$ cat config.mk
export PLATFORM = sky130hd
export DESIGN_NAME = sbc_controller
export DESIGN_NICKNAME = d
export VERILOG_FILES = /design/src/hdl/sbc_pkg.sv /design/src/hdl/sbc_controller.sv
export SDC_FILE = /design/constraint.sdc
export NUM_CORES = 1
export LEC_CHECK = 0
export ABC_AREA = 1
export BUFFER_PORTS_ARGS = -buffer_cell sky130_fd_sc_hd__clkbuf_2
export CORE_MARGIN = 5
export CORE_UTILIZATION = 24
export CTS_CLUSTER_SIZE = 24
export DETAILED_ROUTE_END_ITERATION = 10
export SYNTH_ARGS = -nofsm -noshare
export SYNTH_HDL_FRONTEND = slang
export SYNTH_SLANG_ARGS = --single-unit
$ cat constraint.sdc
create_clock -name pclk -period 13.15 [get_ports pclk]
set_input_delay 2.63 -clock pclk [delete_from_list [all_inputs] [get_ports pclk]]
set_output_delay 2.63 -clock pclk [all_outputs]
set_load 0.03 [all_outputs]
$ cat src/hdl/sbc_pkg.sv
// Constants for the sensorless brushless commutation controller.
// Assumes a single 200 MHz pclk domain and a 32-bit APB register port.
package sbc_pkg;
  // APB register byte addresses
  localparam logic [11:0] ADDR_SPEED = 12'h000;
  localparam logic [11:0] ADDR_RAMP = 12'h004;
  localparam logic [11:0] ADDR_STATUS = 12'h008;
  // Reset values
  localparam logic [7:0] SPEED_RST = 8'h00;
  localparam logic [15:0] RAMP_UP_RST = 16'h4000;
  localparam logic [15:0] RAMP_DOWN_RST = 16'h0700;
  // Field positions
  localparam int RAMP_UP_LSB = 0;
  localparam int RAMP_DOWN_LSB = 16;
  localparam int ST_STATE_LSB = 0;
  localparam int ST_STEP_LSB = 3;
  localparam int ST_RAMP_LSB = 6;
  localparam int ST_TARGET_LSB = 12;
  localparam int ST_OC_BIT = 18;
  localparam int ST_POS_BIT = 19;
  localparam int ST_FAULTS_LSB = 20;
  // Speed command scale: 8'hff is full supply
  localparam logic [7:0] AD_LOW = 8'h33;
  localparam logic [7:0] AD_HIGH = 8'hcc;
  localparam logic [13:0] AD_SPAN = 14'h0099;
  localparam logic [13:0] DUTY_STEPS = 14'h003e;
  localparam logic [5:0] DUTY_MAX = 6'h3f;
  // Commutation timing, in pclk cycles per commutation step
  localparam int FORCED_HI_CYCLES = 65536;
  localparam int FORCED_MID_CYCLES = 131072;
  localparam int FORCED_LOW_CYCLES = 262144;
  localparam logic [19:0] LIMIT_SLOW_HI = 20'h00800;
  localparam logic [19:0] LIMIT_SLOW_LO = 20'h01000;
  localparam logic [19:0] LIMIT_FAST = 20'h00100;
  localparam logic [1:0] NAT_EDGES = 2'h2;
  // Restart delay after a fault
  localparam int RESTART_TIME_MS = 1000;
  localparam int CLK_KHZ = 200000;
  localparam int RESTART_CYCLES = RESTART_TIME_MS * CLK_KHZ;
  // Startup rate select pin encoding
  localparam logic [1:0] FST_HIGH = 2'h3;
  localparam logic [1:0] FST_MID = 2'h1;
  typedef enum logic [2:0] {st_stop, st_align, st_forced, st_natural, st_fault} sbc_state_type;
endpackage

$ cat src/hdl/sbc_controller.sv
// Sensorless three-phase commutation controller with APB control registers.
// Assumes external comparators deliver the position and timer levels as pins.
`timescale 1ns/10ps
`default_nettype none
module sbc_controller
  import sbc_pkg::*;
#(
  parameter int FORCED_HI = FORCED_HI_CYCLES,
  parameter int FORCED_MID = FORCED_MID_CYCLES,
  parameter int FORCED_LOW = FORCED_LOW_CYCLES,
  parameter int RESTART_WAIT = RESTART_CYCLES
) (
  input wire logic pclk,
  input wire logic presetn,
  input wire logic [11:0] paddr,
  input wire logic psel,
  input wire logic penable,
  input wire logic pwrite,
  input wire logic [31:0] pwdata,
  input wire logic [3:0] pstrb,
  output logic [31:0] prdata,
  output logic pready,
  output logic pslverr,
  input wire logic transistor_polarity_select,
  input wire logic overlap_mode_select,
  input wire logic top_commutation_limit_select,
  input wire logic [1:0] startup_rate_select,
  input wire logic advance_angle_select,
  input wire logic direction_select,
  input wire logic overcurrent_sense,
  input wire logic position_sense,
  input wire logic excitation_timer_node,
  output logic phase_u_high_drive,
  output logic phase_u_low_drive,
  output logic phase_v_high_drive,
  output logic phase_v_low_drive,
  output logic phase_w_high_drive,
  output logic phase_w_low_drive,
  output logic duty_monitor,
  output logic ramp_discharge,
  output logic rotation_pulse_output
);
  logic [9:0] pin_raw;
  logic [9:0] pin_meta;
  logic [9:0] pin_sync;
  logic pol_sel, ovl_sel, lim_sel, lead_sel, dir_sel, oc, pos_in, timer_high;
  logic [1:0] fst_sel;
  logic [7:0] speed_cmd;
  logic [15:0] ramp_up_rate;
  logic [15:0] ramp_down_rate;
  logic [7:0] fault_count;
  logic [31:0] status_word;
  logic [31:0] next_prdata;
  logic addr_ok, wr_en;
  sbc_state_type state, next_state;
  logic [2:0] state_code;
  logic [5:0] target_duty, ramp_level;
  logic [13:0] scaled;
  logic stop_cmd;
  logic [15:0] ramp_cnt;
  logic [7:0] pwm_cnt;
  logic pwm_on, pwm_on_q, pwm_fall;
  logic pos_sample, bemf_edge;
  logic [19:0] since_edge, last_interval, forced_step, fast_limit;
  logic [19:0] step_timer, delay_cnt, overlap_cnt;
  logic pending;
  logic [1:0] good_edges;
  logic [2:0] step, prev_step;
  logic [27:0] restart_cnt;
  logic too_fast, too_slow, nat_ready, restart_done, forced_tick, advance;
  logic drive_active, overlap_on;
  logic [5:0] cur_pat, prev_pat;
  logic [2:0] hs_on, ls_on, high_q, low_q;

  // Every mode and sense pin crosses two flops before any logic looks at it
  assign pin_raw = {excitation_timer_node, position_sense, overcurrent_sense, direction_select,
                    advance_angle_select, startup_rate_select, top_commutation_limit_select,
                    overlap_mode_select, transistor_polarity_select};
  always_ff @(posedge pclk or negedge presetn) begin
    if (!presetn) begin
      pin_meta <= 10'h000;
      pin_sync <= 10'h000;
    end else begin
      pin_meta <= pin_raw;
      pin_sync <= pin_meta;
    end
  end
  assign pol_sel = pin_sync[0];
  assign ovl_sel = pin_sync[1];
  assign lim_sel = pin_sync[2];
  assign fst_sel = pin_sync[4:3];
  assign lead_sel = pin_sync[5];
  assign dir_sel = pin_sync[6];
  assign oc = pin_sync[7];
  assign pos_in = pin_sync[8];
  assign timer_high = pin_sync[9];

  // APB slave: zero wait states, read data captured in the setup cycle
  assign addr_ok = (paddr == ADDR_SPEED) || (paddr == ADDR_RAMP) || (paddr == ADDR_STATUS);
  assign pready = psel & penable;
  assign pslverr = psel & penable & ~addr_ok;
  assign wr_en = psel & penable & pwrite;
  always_ff @(posedge pclk or negedge presetn) begin
    if (!presetn) begin
      speed_cmd <= SPEED_RST;
      ramp_up_rate <= RAMP_UP_RST;
      ramp_down_rate <= RAMP_DOWN_RST;
    end else if (wr_en && paddr == ADDR_SPEED) begin
      if (pstrb[0]) speed_cmd <= pwdata[7:0];
    end else if (wr_en && paddr == ADDR_RAMP) begin
      if (pstrb[0]) ramp_up_rate[7:0] <= pwdata[RAMP_UP_LSB +: 8];
      if (pstrb[1]) ramp_up_rate[15:8] <= pwdata[RAMP_UP_LSB + 8 +: 8];
      if (pstrb[2]) ramp_down_rate[7:0] <= pwdata[RAMP_DOWN_LSB +: 8];
      if (pstrb[3]) ramp_down_rate[15:8] <= pwdata[RAMP_DOWN_LSB + 8 +: 8];
    end
  end
  always_comb begin
    case (state)
      st_stop: state_code = 3'h0;
      st_align: state_code = 3'h1;
      st_forced: state_code = 3'h2;
      st_natural: state_code = 3'h3;
      st_fault: state_code = 3'h4;
      default: state_code = 3'h0;
    endcase
    status_word = 32'h00000000;
    status_word[ST_STATE_LSB +: 3] = state_code;
    status_word[ST_STEP_LSB +: 3] = step;
    status_word[ST_RAMP_LSB +: 6] = ramp_level;
    status_word[ST_TARGET_LSB +: 6] = target_duty;
    status_word[ST_OC_BIT] = oc;
    status_word[ST_POS_BIT] = pos_sample;
    status_word[ST_FAULTS_LSB +: 8] = fault_count;
    case (paddr)
      ADDR_SPEED: next_prdata = {24'h000000, speed_cmd};
      ADDR_RAMP: next_prdata = {ramp_down_rate, ramp_up_rate};
      ADDR_STATUS: next_prdata = status_word;
      default: next_prdata = 32'h00000000;
    endcase
  end
  always_ff @(posedge pclk or negedge presetn) begin
    if (!presetn) prdata <= 32'h00000000;
    else if (psel && !penable) prdata <= next_prdata;
  end

  // Speed command conversion; the divide by a constant costs area but no latency
  assign scaled = ({6'h00, speed_cmd - AD_LOW} * DUTY_STEPS) / AD_SPAN;
  always_comb begin
    if (speed_cmd < AD_LOW) target_duty = 6'h00;
    else if (speed_cmd >= AD_HIGH) target_duty = DUTY_MAX;
    else target_duty = scaled[5:0] + 6'h01;
  end
  assign stop_cmd = (target_duty == 6'h00);

  // Ramp level stands in for the soft-start capacitor
  always_ff @(posedge pclk or negedge presetn) begin
    if (!presetn) begin
      ramp_level <= 6'h00;
      ramp_cnt <= 16'h0000;
      ramp_discharge <= 1'b0;
    end else begin
      ramp_discharge <= stop_cmd;
      if (stop_cmd) begin
        ramp_level <= 6'h00;
        ramp_cnt <= 16'h0000;
      end else if (ramp_level == target_duty) begin
        ramp_cnt <= 16'h0000;
      end else if (ramp_cnt >= ((ramp_level < target_duty) ? ramp_up_rate : ramp_down_rate)) begin
        ramp_cnt <= 16'h0000;
        if (ramp_level < target_duty) ramp_level <= ramp_level + 6'h01;
        else ramp_level <= ramp_level - 6'h01;
      end else begin
        ramp_cnt <= ramp_cnt + 16'h0001;
      end
    end
  end

  // PWM carrier wraps every 256 cycles
  always_ff @(posedge pclk or negedge presetn) begin
    if (!presetn) begin
      pwm_cnt <= 8'h00;
      pwm_on_q <= 1'b0;
    end else begin
      pwm_cnt <= pwm_cnt + 8'h01;
      pwm_on_q <= pwm_on;
    end
  end
  assign pwm_on = (pwm_cnt < {ramp_level, 2'b00});
  assign pwm_fall = pwm_on_q & ~pwm_on;

  // Position sampled at the PWM falling edge only, away from switching noise
  always_ff @(posedge pclk or negedge presetn) begin
    if (!presetn) begin
      pos_sample <= 1'b0;
      bemf_edge <= 1'b0;
    end else begin
      bemf_edge <= pwm_fall & (pos_in != pos_sample);
      if (pwm_fall) pos_sample <= pos_in;
    end
  end

  always_comb begin
    case (fst_sel)
      FST_HIGH: forced_step = 20'(FORCED_HI);
      FST_MID: forced_step = 20'(FORCED_MID);
      default: forced_step = 20'(FORCED_LOW);
    endcase
    if (fst_sel == FST_HIGH) fast_limit = LIMIT_FAST;
    else if (lim_sel) fast_limit = LIMIT_SLOW_HI;
    else fast_limit = LIMIT_SLOW_LO;
  end
  assign too_fast = bemf_edge & (since_edge < fast_limit);
  assign too_slow = (since_edge >= forced_step);
  assign nat_ready = bemf_edge & (since_edge < forced_step) & (good_edges == NAT_EDGES - 2'h1);
  assign restart_done = (restart_cnt == 28'(RESTART_WAIT - 1));
  // Compare with >= so a shorter step chosen mid-run cannot strand the timer past its end
  assign forced_tick = (step_timer >= forced_step - 20'h00001);

  always_comb begin
    case (state)
      st_stop: next_state = stop_cmd ? st_stop : st_align;
      st_align: begin
        if (stop_cmd) next_state = st_stop;
        else if (!timer_high) next_state = st_forced;
        else next_state = st_align;
      end
      st_forced: begin
        if (stop_cmd) next_state = st_stop;
        else if (nat_ready) next_state = st_natural;
        else next_state = st_forced;
      end
      st_natural: begin
        if (stop_cmd) next_state = st_stop;
        else if (too_fast || too_slow) next_state = st_fault;
        else next_state = st_natural;
      end
      st_fault: begin
        if (stop_cmd) next_state = st_stop;
        else if (restart_done) next_state = st_align;
        else next_state = st_fault;
      end
      default: next_state = st_stop;
    endcase
  end
  always_ff @(posedge pclk or negedge presetn) begin
    if (!presetn) state <= st_stop;
    else state <= next_state;
  end

  // Restart delay and fault tally
  always_ff @(posedge pclk or negedge presetn) begin
    if (!presetn) begin
      restart_cnt <= 28'h0000000;
      fault_count <= 8'h00;
    end else begin
      if (state == st_fault && !restart_done) restart_cnt <= restart_cnt + 28'h0000001;
      else restart_cnt <= 28'h0000000;
      if (state == st_natural && next_state == st_fault) fault_count <= fault_count + 8'h01;
    end
  end

  // Edge interval measurement, saturating so a stalled rotor still reads as slow
  always_ff @(posedge pclk or negedge presetn) begin
    if (!presetn) begin
      since_edge <= 20'h00000;
      last_interval <= 20'h00000;
      good_edges <= 2'h0;
    end else if (state != st_forced && state != st_natural) begin
      since_edge <= 20'h00000;
      last_interval <= 20'h00000;
      good_edges <= 2'h0;
    end else if (bemf_edge) begin
      since_edge <= 20'h00000;
      last_interval <= since_edge;
      if (since_edge < forced_step && good_edges != NAT_EDGES) good_edges <= good_edges + 2'h1;
      else if (since_edge >= forced_step) good_edges <= 2'h0;
    end else if (since_edge != 20'hfffff) begin
      since_edge <= since_edge + 20'h00001;
    end
  end

  // Step sequencing: forced timer, or back-EMF edge plus lead-adjusted delay
  assign advance = (state == st_forced && forced_tick) || (state == st_natural && pending &&
                   delay_cnt == 20'h00000);
  always_ff @(posedge pclk or negedge presetn) begin
    if (!presetn) begin
      step_timer <= 20'h00000;
      delay_cnt <= 20'h00000;
      pending <= 1'b0;
    end else begin
      if (state == st_forced && !forced_tick) step_timer <= step_timer + 20'h00001;
      else step_timer <= 20'h00000;
      if (state == st_natural && bemf_edge) begin
        pending <= 1'b1;
        if (lead_sel) delay_cnt <= since_edge >> 2;
        else delay_cnt <= (since_edge >> 2) + (since_edge >> 3);
      end else if (state != st_natural || advance) begin
        pending <= 1'b0;
        delay_cnt <= 20'h00000;
      end else if (delay_cnt != 20'h00000) begin
        delay_cnt <= delay_cnt - 20'h00001;
      end
    end
  end
  always_ff @(posedge pclk or negedge presetn) begin
    if (!presetn) begin
      step <= 3'h0;
      prev_step <= 3'h0;
      overlap_cnt <= 20'h00000;
    end else if (state == st_stop || state == st_align || state == st_fault) begin
      step <= 3'h0;
      prev_step <= 3'h0;
      overlap_cnt <= 20'h00000;
    end else if (advance) begin
      prev_step <= step;
      if (dir_sel) step <= (step == 3'h0) ? 3'h5 : step - 3'h1;
      else step <= (step == 3'h5) ? 3'h0 : step + 3'h1;
      if (state == st_forced) overlap_cnt <= forced_step >> 3;
      else if (lead_sel) overlap_cnt <= last_interval >> 2;
      else overlap_cnt <= last_interval >> 3;
    end else if (overlap_cnt != 20'h00000) begin
      overlap_cnt <= overlap_cnt - 20'h00001;
    end
  end

  // Pattern is {high side W V U, low side W V U}
  function automatic logic [5:0] sbc_pattern(input logic [2:0] s);
    case (s)
      3'h0: sbc_pattern = 6'b001_010;
      3'h1: sbc_pattern = 6'b001_100;
      3'h2: sbc_pattern = 6'b010_100;
      3'h3: sbc_pattern = 6'b010_001;
      3'h4: sbc_pattern = 6'b100_001;
      3'h5: sbc_pattern = 6'b100_010;
      default: sbc_pattern = 6'b000_000;
    endcase
  endfunction
  assign cur_pat = sbc_pattern(step);
  assign prev_pat = sbc_pattern(prev_step);
  assign overlap_on = ~ovl_sel & (overlap_cnt != 20'h00000);
  assign drive_active = (state == st_align || state == st_forced || state == st_natural) &
                        ~oc & ~stop_cmd;
  always_comb begin
    if (!drive_active) begin
      hs_on = 3'b000;
      ls_on = 3'b000;
    end else if (overlap_on) begin
      hs_on = (cur_pat[5:3] | prev_pat[5:3]) & {3{pwm_on}};
      ls_on = cur_pat[2:0] | prev_pat[2:0];
    end else begin
      hs_on = cur_pat[5:3] & {3{pwm_on}};
      ls_on = cur_pat[2:0];
    end
  end

  generate
    for (genvar i = 0; i < 3; i++) begin : g_phase
      always_ff @(posedge pclk or negedge presetn) begin
        if (!presetn) begin
          high_q[i] <= 1'b0;
          low_q[i] <= 1'b0;
        end else begin
          high_q[i] <= pol_sel ? ~hs_on[i] : hs_on[i];
          low_q[i] <= ls_on[i];
        end
      end
    end
  endgenerate
  assign phase_u_high_drive = high_q[0];
  assign phase_v_high_drive = high_q[1];
  assign phase_w_high_drive = high_q[2];
  assign phase_u_low_drive = low_q[0];
  assign phase_v_low_drive = low_q[1];
  assign phase_w_low_drive = low_q[2];

  always_ff @(posedge pclk or negedge presetn) begin
    if (!presetn) begin
      duty_monitor <= 1'b0;
      rotation_pulse_output <= 1'b0;
    end else begin
      duty_monitor <= pwm_on & ~oc;
      if (state != st_natural) rotation_pulse_output <= 1'b0;
      else if (bemf_edge) rotation_pulse_output <= ~rotation_pulse_output;
    end
  end
endmodule
`default_nettype wire

==> metrics.txt <==
count of unique library cells instantiated by Yosys=64; result of the run=finished clean; end point of the critical path=ramp_cnt[13]; fin cells=3829; critical path buffer and inverter count=16; Combinational Power Share=approximately 47%; Setup CP Type=reg -> reg; number of synthesized register bits=280; most used flip-flop cell after synthesis=sky130_fd_sc_hd__dfrtp_1; Rel. slew slack=between 10% and 20%; stages on the worst setup path=87; transition time at the pin with the least slew margin=roughly 1.2 ns; DR vias=17600; global-route wire length before repair=87000 um; Placed Instance Area=21300 um2; Fin Setup TNS=0 ns; number of instances in the synthesized netlist=2628; detailed placement HPWL=41700 um; total number of nets in the final design=2932; post-route standard cell area excluding fillers=22800 um2; part of the Yosys area used for sequential elements=between 30 and 40%; required time of the critical path=13.62 ns; dpl ws=around 0.18 ns; max-capacitance violation count=0; library cell occupying the most area in the post-synthesis netlist=sky130_fd_sc_hd__dfrtp_1; number of DRC violations after detailed routing=0; width of the die=296 um; leak pwr=11.3 nW; largest net degree at the start of global routing=86; Worst setup startpoint=speed_cmd[2]; dominant combinational cell family by area after synthesis=simple AND/OR/NAND/NOR gates; Synth area leaders=sky130_fd_sc_hd__dfrtp_1 35%, sky130_fd_sc_hd__nand2_1 9.6%, sky130_fd_sc_hd__ha_1 7.2%; input/output buffers=105; clk root buf=sky130_fd_sc_hd__clkbuf_16; total wire length after detailed routing=55200 um; antenna violations before repair=2; fraction of final layout cells with drive strength greater than 1=approximately 14%; Longest Clk Path Bufs=3; post-synthesis share of cell area spent on and, or, nand and nor gates=27.6%; routability cong.=0.904; Final Critical Period=12.42 ns; Worst setup EP type=flop; Slowest cell on crit path=sky130_fd_sc_hd__fa_1; synthesis-to-finish area growth=16.4%; remaining antenna violation count after routing=0; Post-CTS Hold Buffers=0; gr usage total=12.0%; internal portion of total power=0.00198 W; cells on worst reg2reg path=87; fraction of synthesized area in multiplexers=0%; arrival time at the worst endpoint=approximately 13 ns; setup violators final=0; Cell Rows=104; total iterations of the first detailed-routing run=5; TritonCTS buffer count=31; clock network fraction of design power=about 28%; Yosys warnings=0; top cell family by delay on the critical path=simple AND/OR/NAND/NOR gates; Final Skew=0.0184 ns; mean instance size in the synthesized netlist=roughly 7.4 um2; H-tree levels=1; summed instance area of the synthesized netlist=19600 um2; Max VDD drop=0.000151 V; Critical R2R Capture=ramp_cnt[13]; power after layout=0.00346 W; Core ar.=just over 80000 um2; total number of clock tree sinks=280; Worst-path clk slew=0.07 ns; Cell Count Post-Placement=about 3800; number of global-route vias before repair=roughly 16000; detail-routed net length per standard cell=~14 um; HP Class=reg -> reg; nets in the synthesized netlist=2815; area of the die=87300 um2; largest fanout of any net on the critical path=18; post-route fraction of the period consumed by the critical path=94.5%; violation count after the first detailed-route iteration=1488; Pwr per Cell Area=152 nW/um2; Compound-Gate Fraction of Synth Area=13.9%; stage delay of the slowest cell on the critical path=0.50 ns; insertion delay to the later sink of the worst-skew pair=0.60 ns; Switching Fraction=42.8%; overall overflow remaining after global route=0; via/cell ratio=4.59; fin worst setup slack=0.730 ns; xor-xnor portion of the synthesized cell area=between 4 and 5%; Hold Violations, Final=0; number of placed I/O pins=106; top-area cell type share of the netlist area=35.3%; worst reg2reg startpoint=speed_cmd[2]; type of element launching the critical path=flop; Worst R2R Setup Slack=0.73 ns; Adder-Cell Fraction of Synth Area=8.44%; clock tree from TritonCTS=built; FMAX=slightly above 80 MHz; initial core utilization=~24%; die span in y=296 um; Most common cell on crit path=sky130_fd_sc_hd__nand2_1; switching pwr=0.00148 W; EDFF count, synth=0; sequential fraction of design power=roughly a quarter; # diodes=0; fraction of registers with async set/reset=between 90% and 100%; number of pins with negative max-slew slack in the final report=0
power by group through the flow:
| stage | Sequential [W] | Clock [W] | Combinational [W] |
|---|---|---|---|
| 2_1_floorplan | 0.000885 | 0 | 0.00127 |
| 3_3_place_gp | 0.000886 | 0 | 0.00155 |
| 3_5_place_dp | 0.000886 | 0 | 0.00154 |
| 4_1_cts | 0.000870 | 0.00100 | 0.00155 |
| 5_1_grt | 0.000870 | 0.00103 | 0.00184 |
| 6_report | 0.000870 | 0.000973 | 0.00161 |
Yosys cell counts (47+ instances only):
master and count:
sky130_fd_sc_hd__nor3_1 58, sky130_fd_sc_hd__a21oi_1 167, sky130_fd_sc_hd__dfrtp_1 276, sky130_fd_sc_hd__o21ai_0 160
sky130_fd_sc_hd__nand4_1 51, sky130_fd_sc_hd__nand2_1 498, sky130_fd_sc_hd__clkbuf_1 47, sky130_fd_sc_hd__xor2_1 89
sky130_fd_sc_hd__inv_1 365, sky130_fd_sc_hd__nand3_1 159, sky130_fd_sc_hd__ha_1 112, sky130_fd_sc_hd__nor2_1 257
worst register-to-register path, delay by kind of cell (launching register included):
family | cells | cell delay [ns]
and+or+nand+nor | 56 | 6.44
adders and majority gates | 8 | 2.34
DFF | 1 | 0.46
buffers and inverters | 16 | 1.79
AOI/OAI and AO/OA | 7 | 1.25
registers in the layout, indices dropped and copies added, names as in the netlist, 2 cells and up:
signal          count
overlap_cnt        20
speed_cmd           8
ramp_down_rate     16
prdata             32
prev_step           3
state               3
fault_count         8
last_interval      18
delay_cnt          20
pin_meta           10
restart_cnt        28
ramp_up_rate       16
ramp_level          6
pin_sync           10
step_timer         20
pwm_cnt             8
step                3
ramp_cnt           16
since_edge         20
good_edges          2
per-layer routing:
metal | global-route usage, % | up-vias | share of wire [%]
met5 | 0 | - | 0
met2 | 18.6 | 431 | 43
met1 | 17.7 | 8210 | 48
met4 | 2.48 | 0 | 2.3
li1 | - | 8851 | -
met3 | 2.10 | 67 | 6.5
cell families after synthesis:
logic type                 Yosys count
buffers and inverters              470
AOI/OAI and AO/OA                  467
and+or+nand+nor                   1175
adders and majority gates          125
xor gates and xnor gates           110
DFF                                280
other                                1
cell type report:
| class | instances | area [um2] |
|---|---|---|
| fillers | 8758 | 57900 |
| multi-input cells | 1880 | 10900 |
| flip-flops and latches | 280 | 7010 |
| inverters | 410 | 1550 |
| well taps | 1060 | 1330 |
| repair buffers | 142 | 816 |
| clock buffers | 34 | 807 |
| clock inverters | 23 | 320 |
how the worst min path moves through the flow:
stage,start,endpoint,cells after the start
finish,pin_meta[2],pin_sync[2],0
global route,pin_meta[0],pin_sync[0],0
CTS,pin_meta[2],pin_sync[2],0
detailed placement,pin_meta[5],pin_sync[5],0
global placement,pin_meta[5],pin_sync[5],0
floorplan,pin_meta[0],pin_sync[0],0
placed cells by master (no fill, tap or decap), types with 15 or more instances in the layout:
master                        n
sky130_fd_sc_hd__nand2_1    490
sky130_fd_sc_hd__inv_1      361
sky130_fd_sc_hd__dfrtp_1    274
sky130_fd_sc_hd__nor2_1     252
sky130_fd_sc_hd__a21oi_1    167
sky130_fd_sc_hd__o21ai_0    158
sky130_fd_sc_hd__nand3_1    157
sky130_fd_sc_hd__ha_1       109
sky130_fd_sc_hd__clkbuf_2   104
sky130_fd_sc_hd__xor2_1      84
sky130_fd_sc_hd__nor3_1      57
sky130_fd_sc_hd__nand4_1     51
sky130_fd_sc_hd__nand2_2     46
sky130_fd_sc_hd__inv_2       41
sky130_fd_sc_hd__buf_4       33
sky130_fd_sc_hd__clkbuf_16   31
sky130_fd_sc_hd__o22ai_1     28
sky130_fd_sc_hd__nor2_2      19
sky130_fd_sc_hd__xnor2_1     19
sky130_fd_sc_hd__o211ai_1    18
sky130_fd_sc_hd__nor4_1      18
sky130_fd_sc_hd__a22o_1      17
sky130_fd_sc_hd__or2_2       15
metrics by stage:
step | hold WS, ns | utilization [%]
after floorplan | 0.331 | -
after global placement | 0.335 | 26.4
after detailed placement | 0.338 | 26.4
after CTS | 0.355 | 27.8
after global routing | 0.366 | 28.2
final | 0.354 | 28.2
what timing repair did:
item,CTS,global route
setup endpoints to repair,0,22
buffers inserted,0,18
resized for setup,0,50
(Power assumes the default switching activity.)
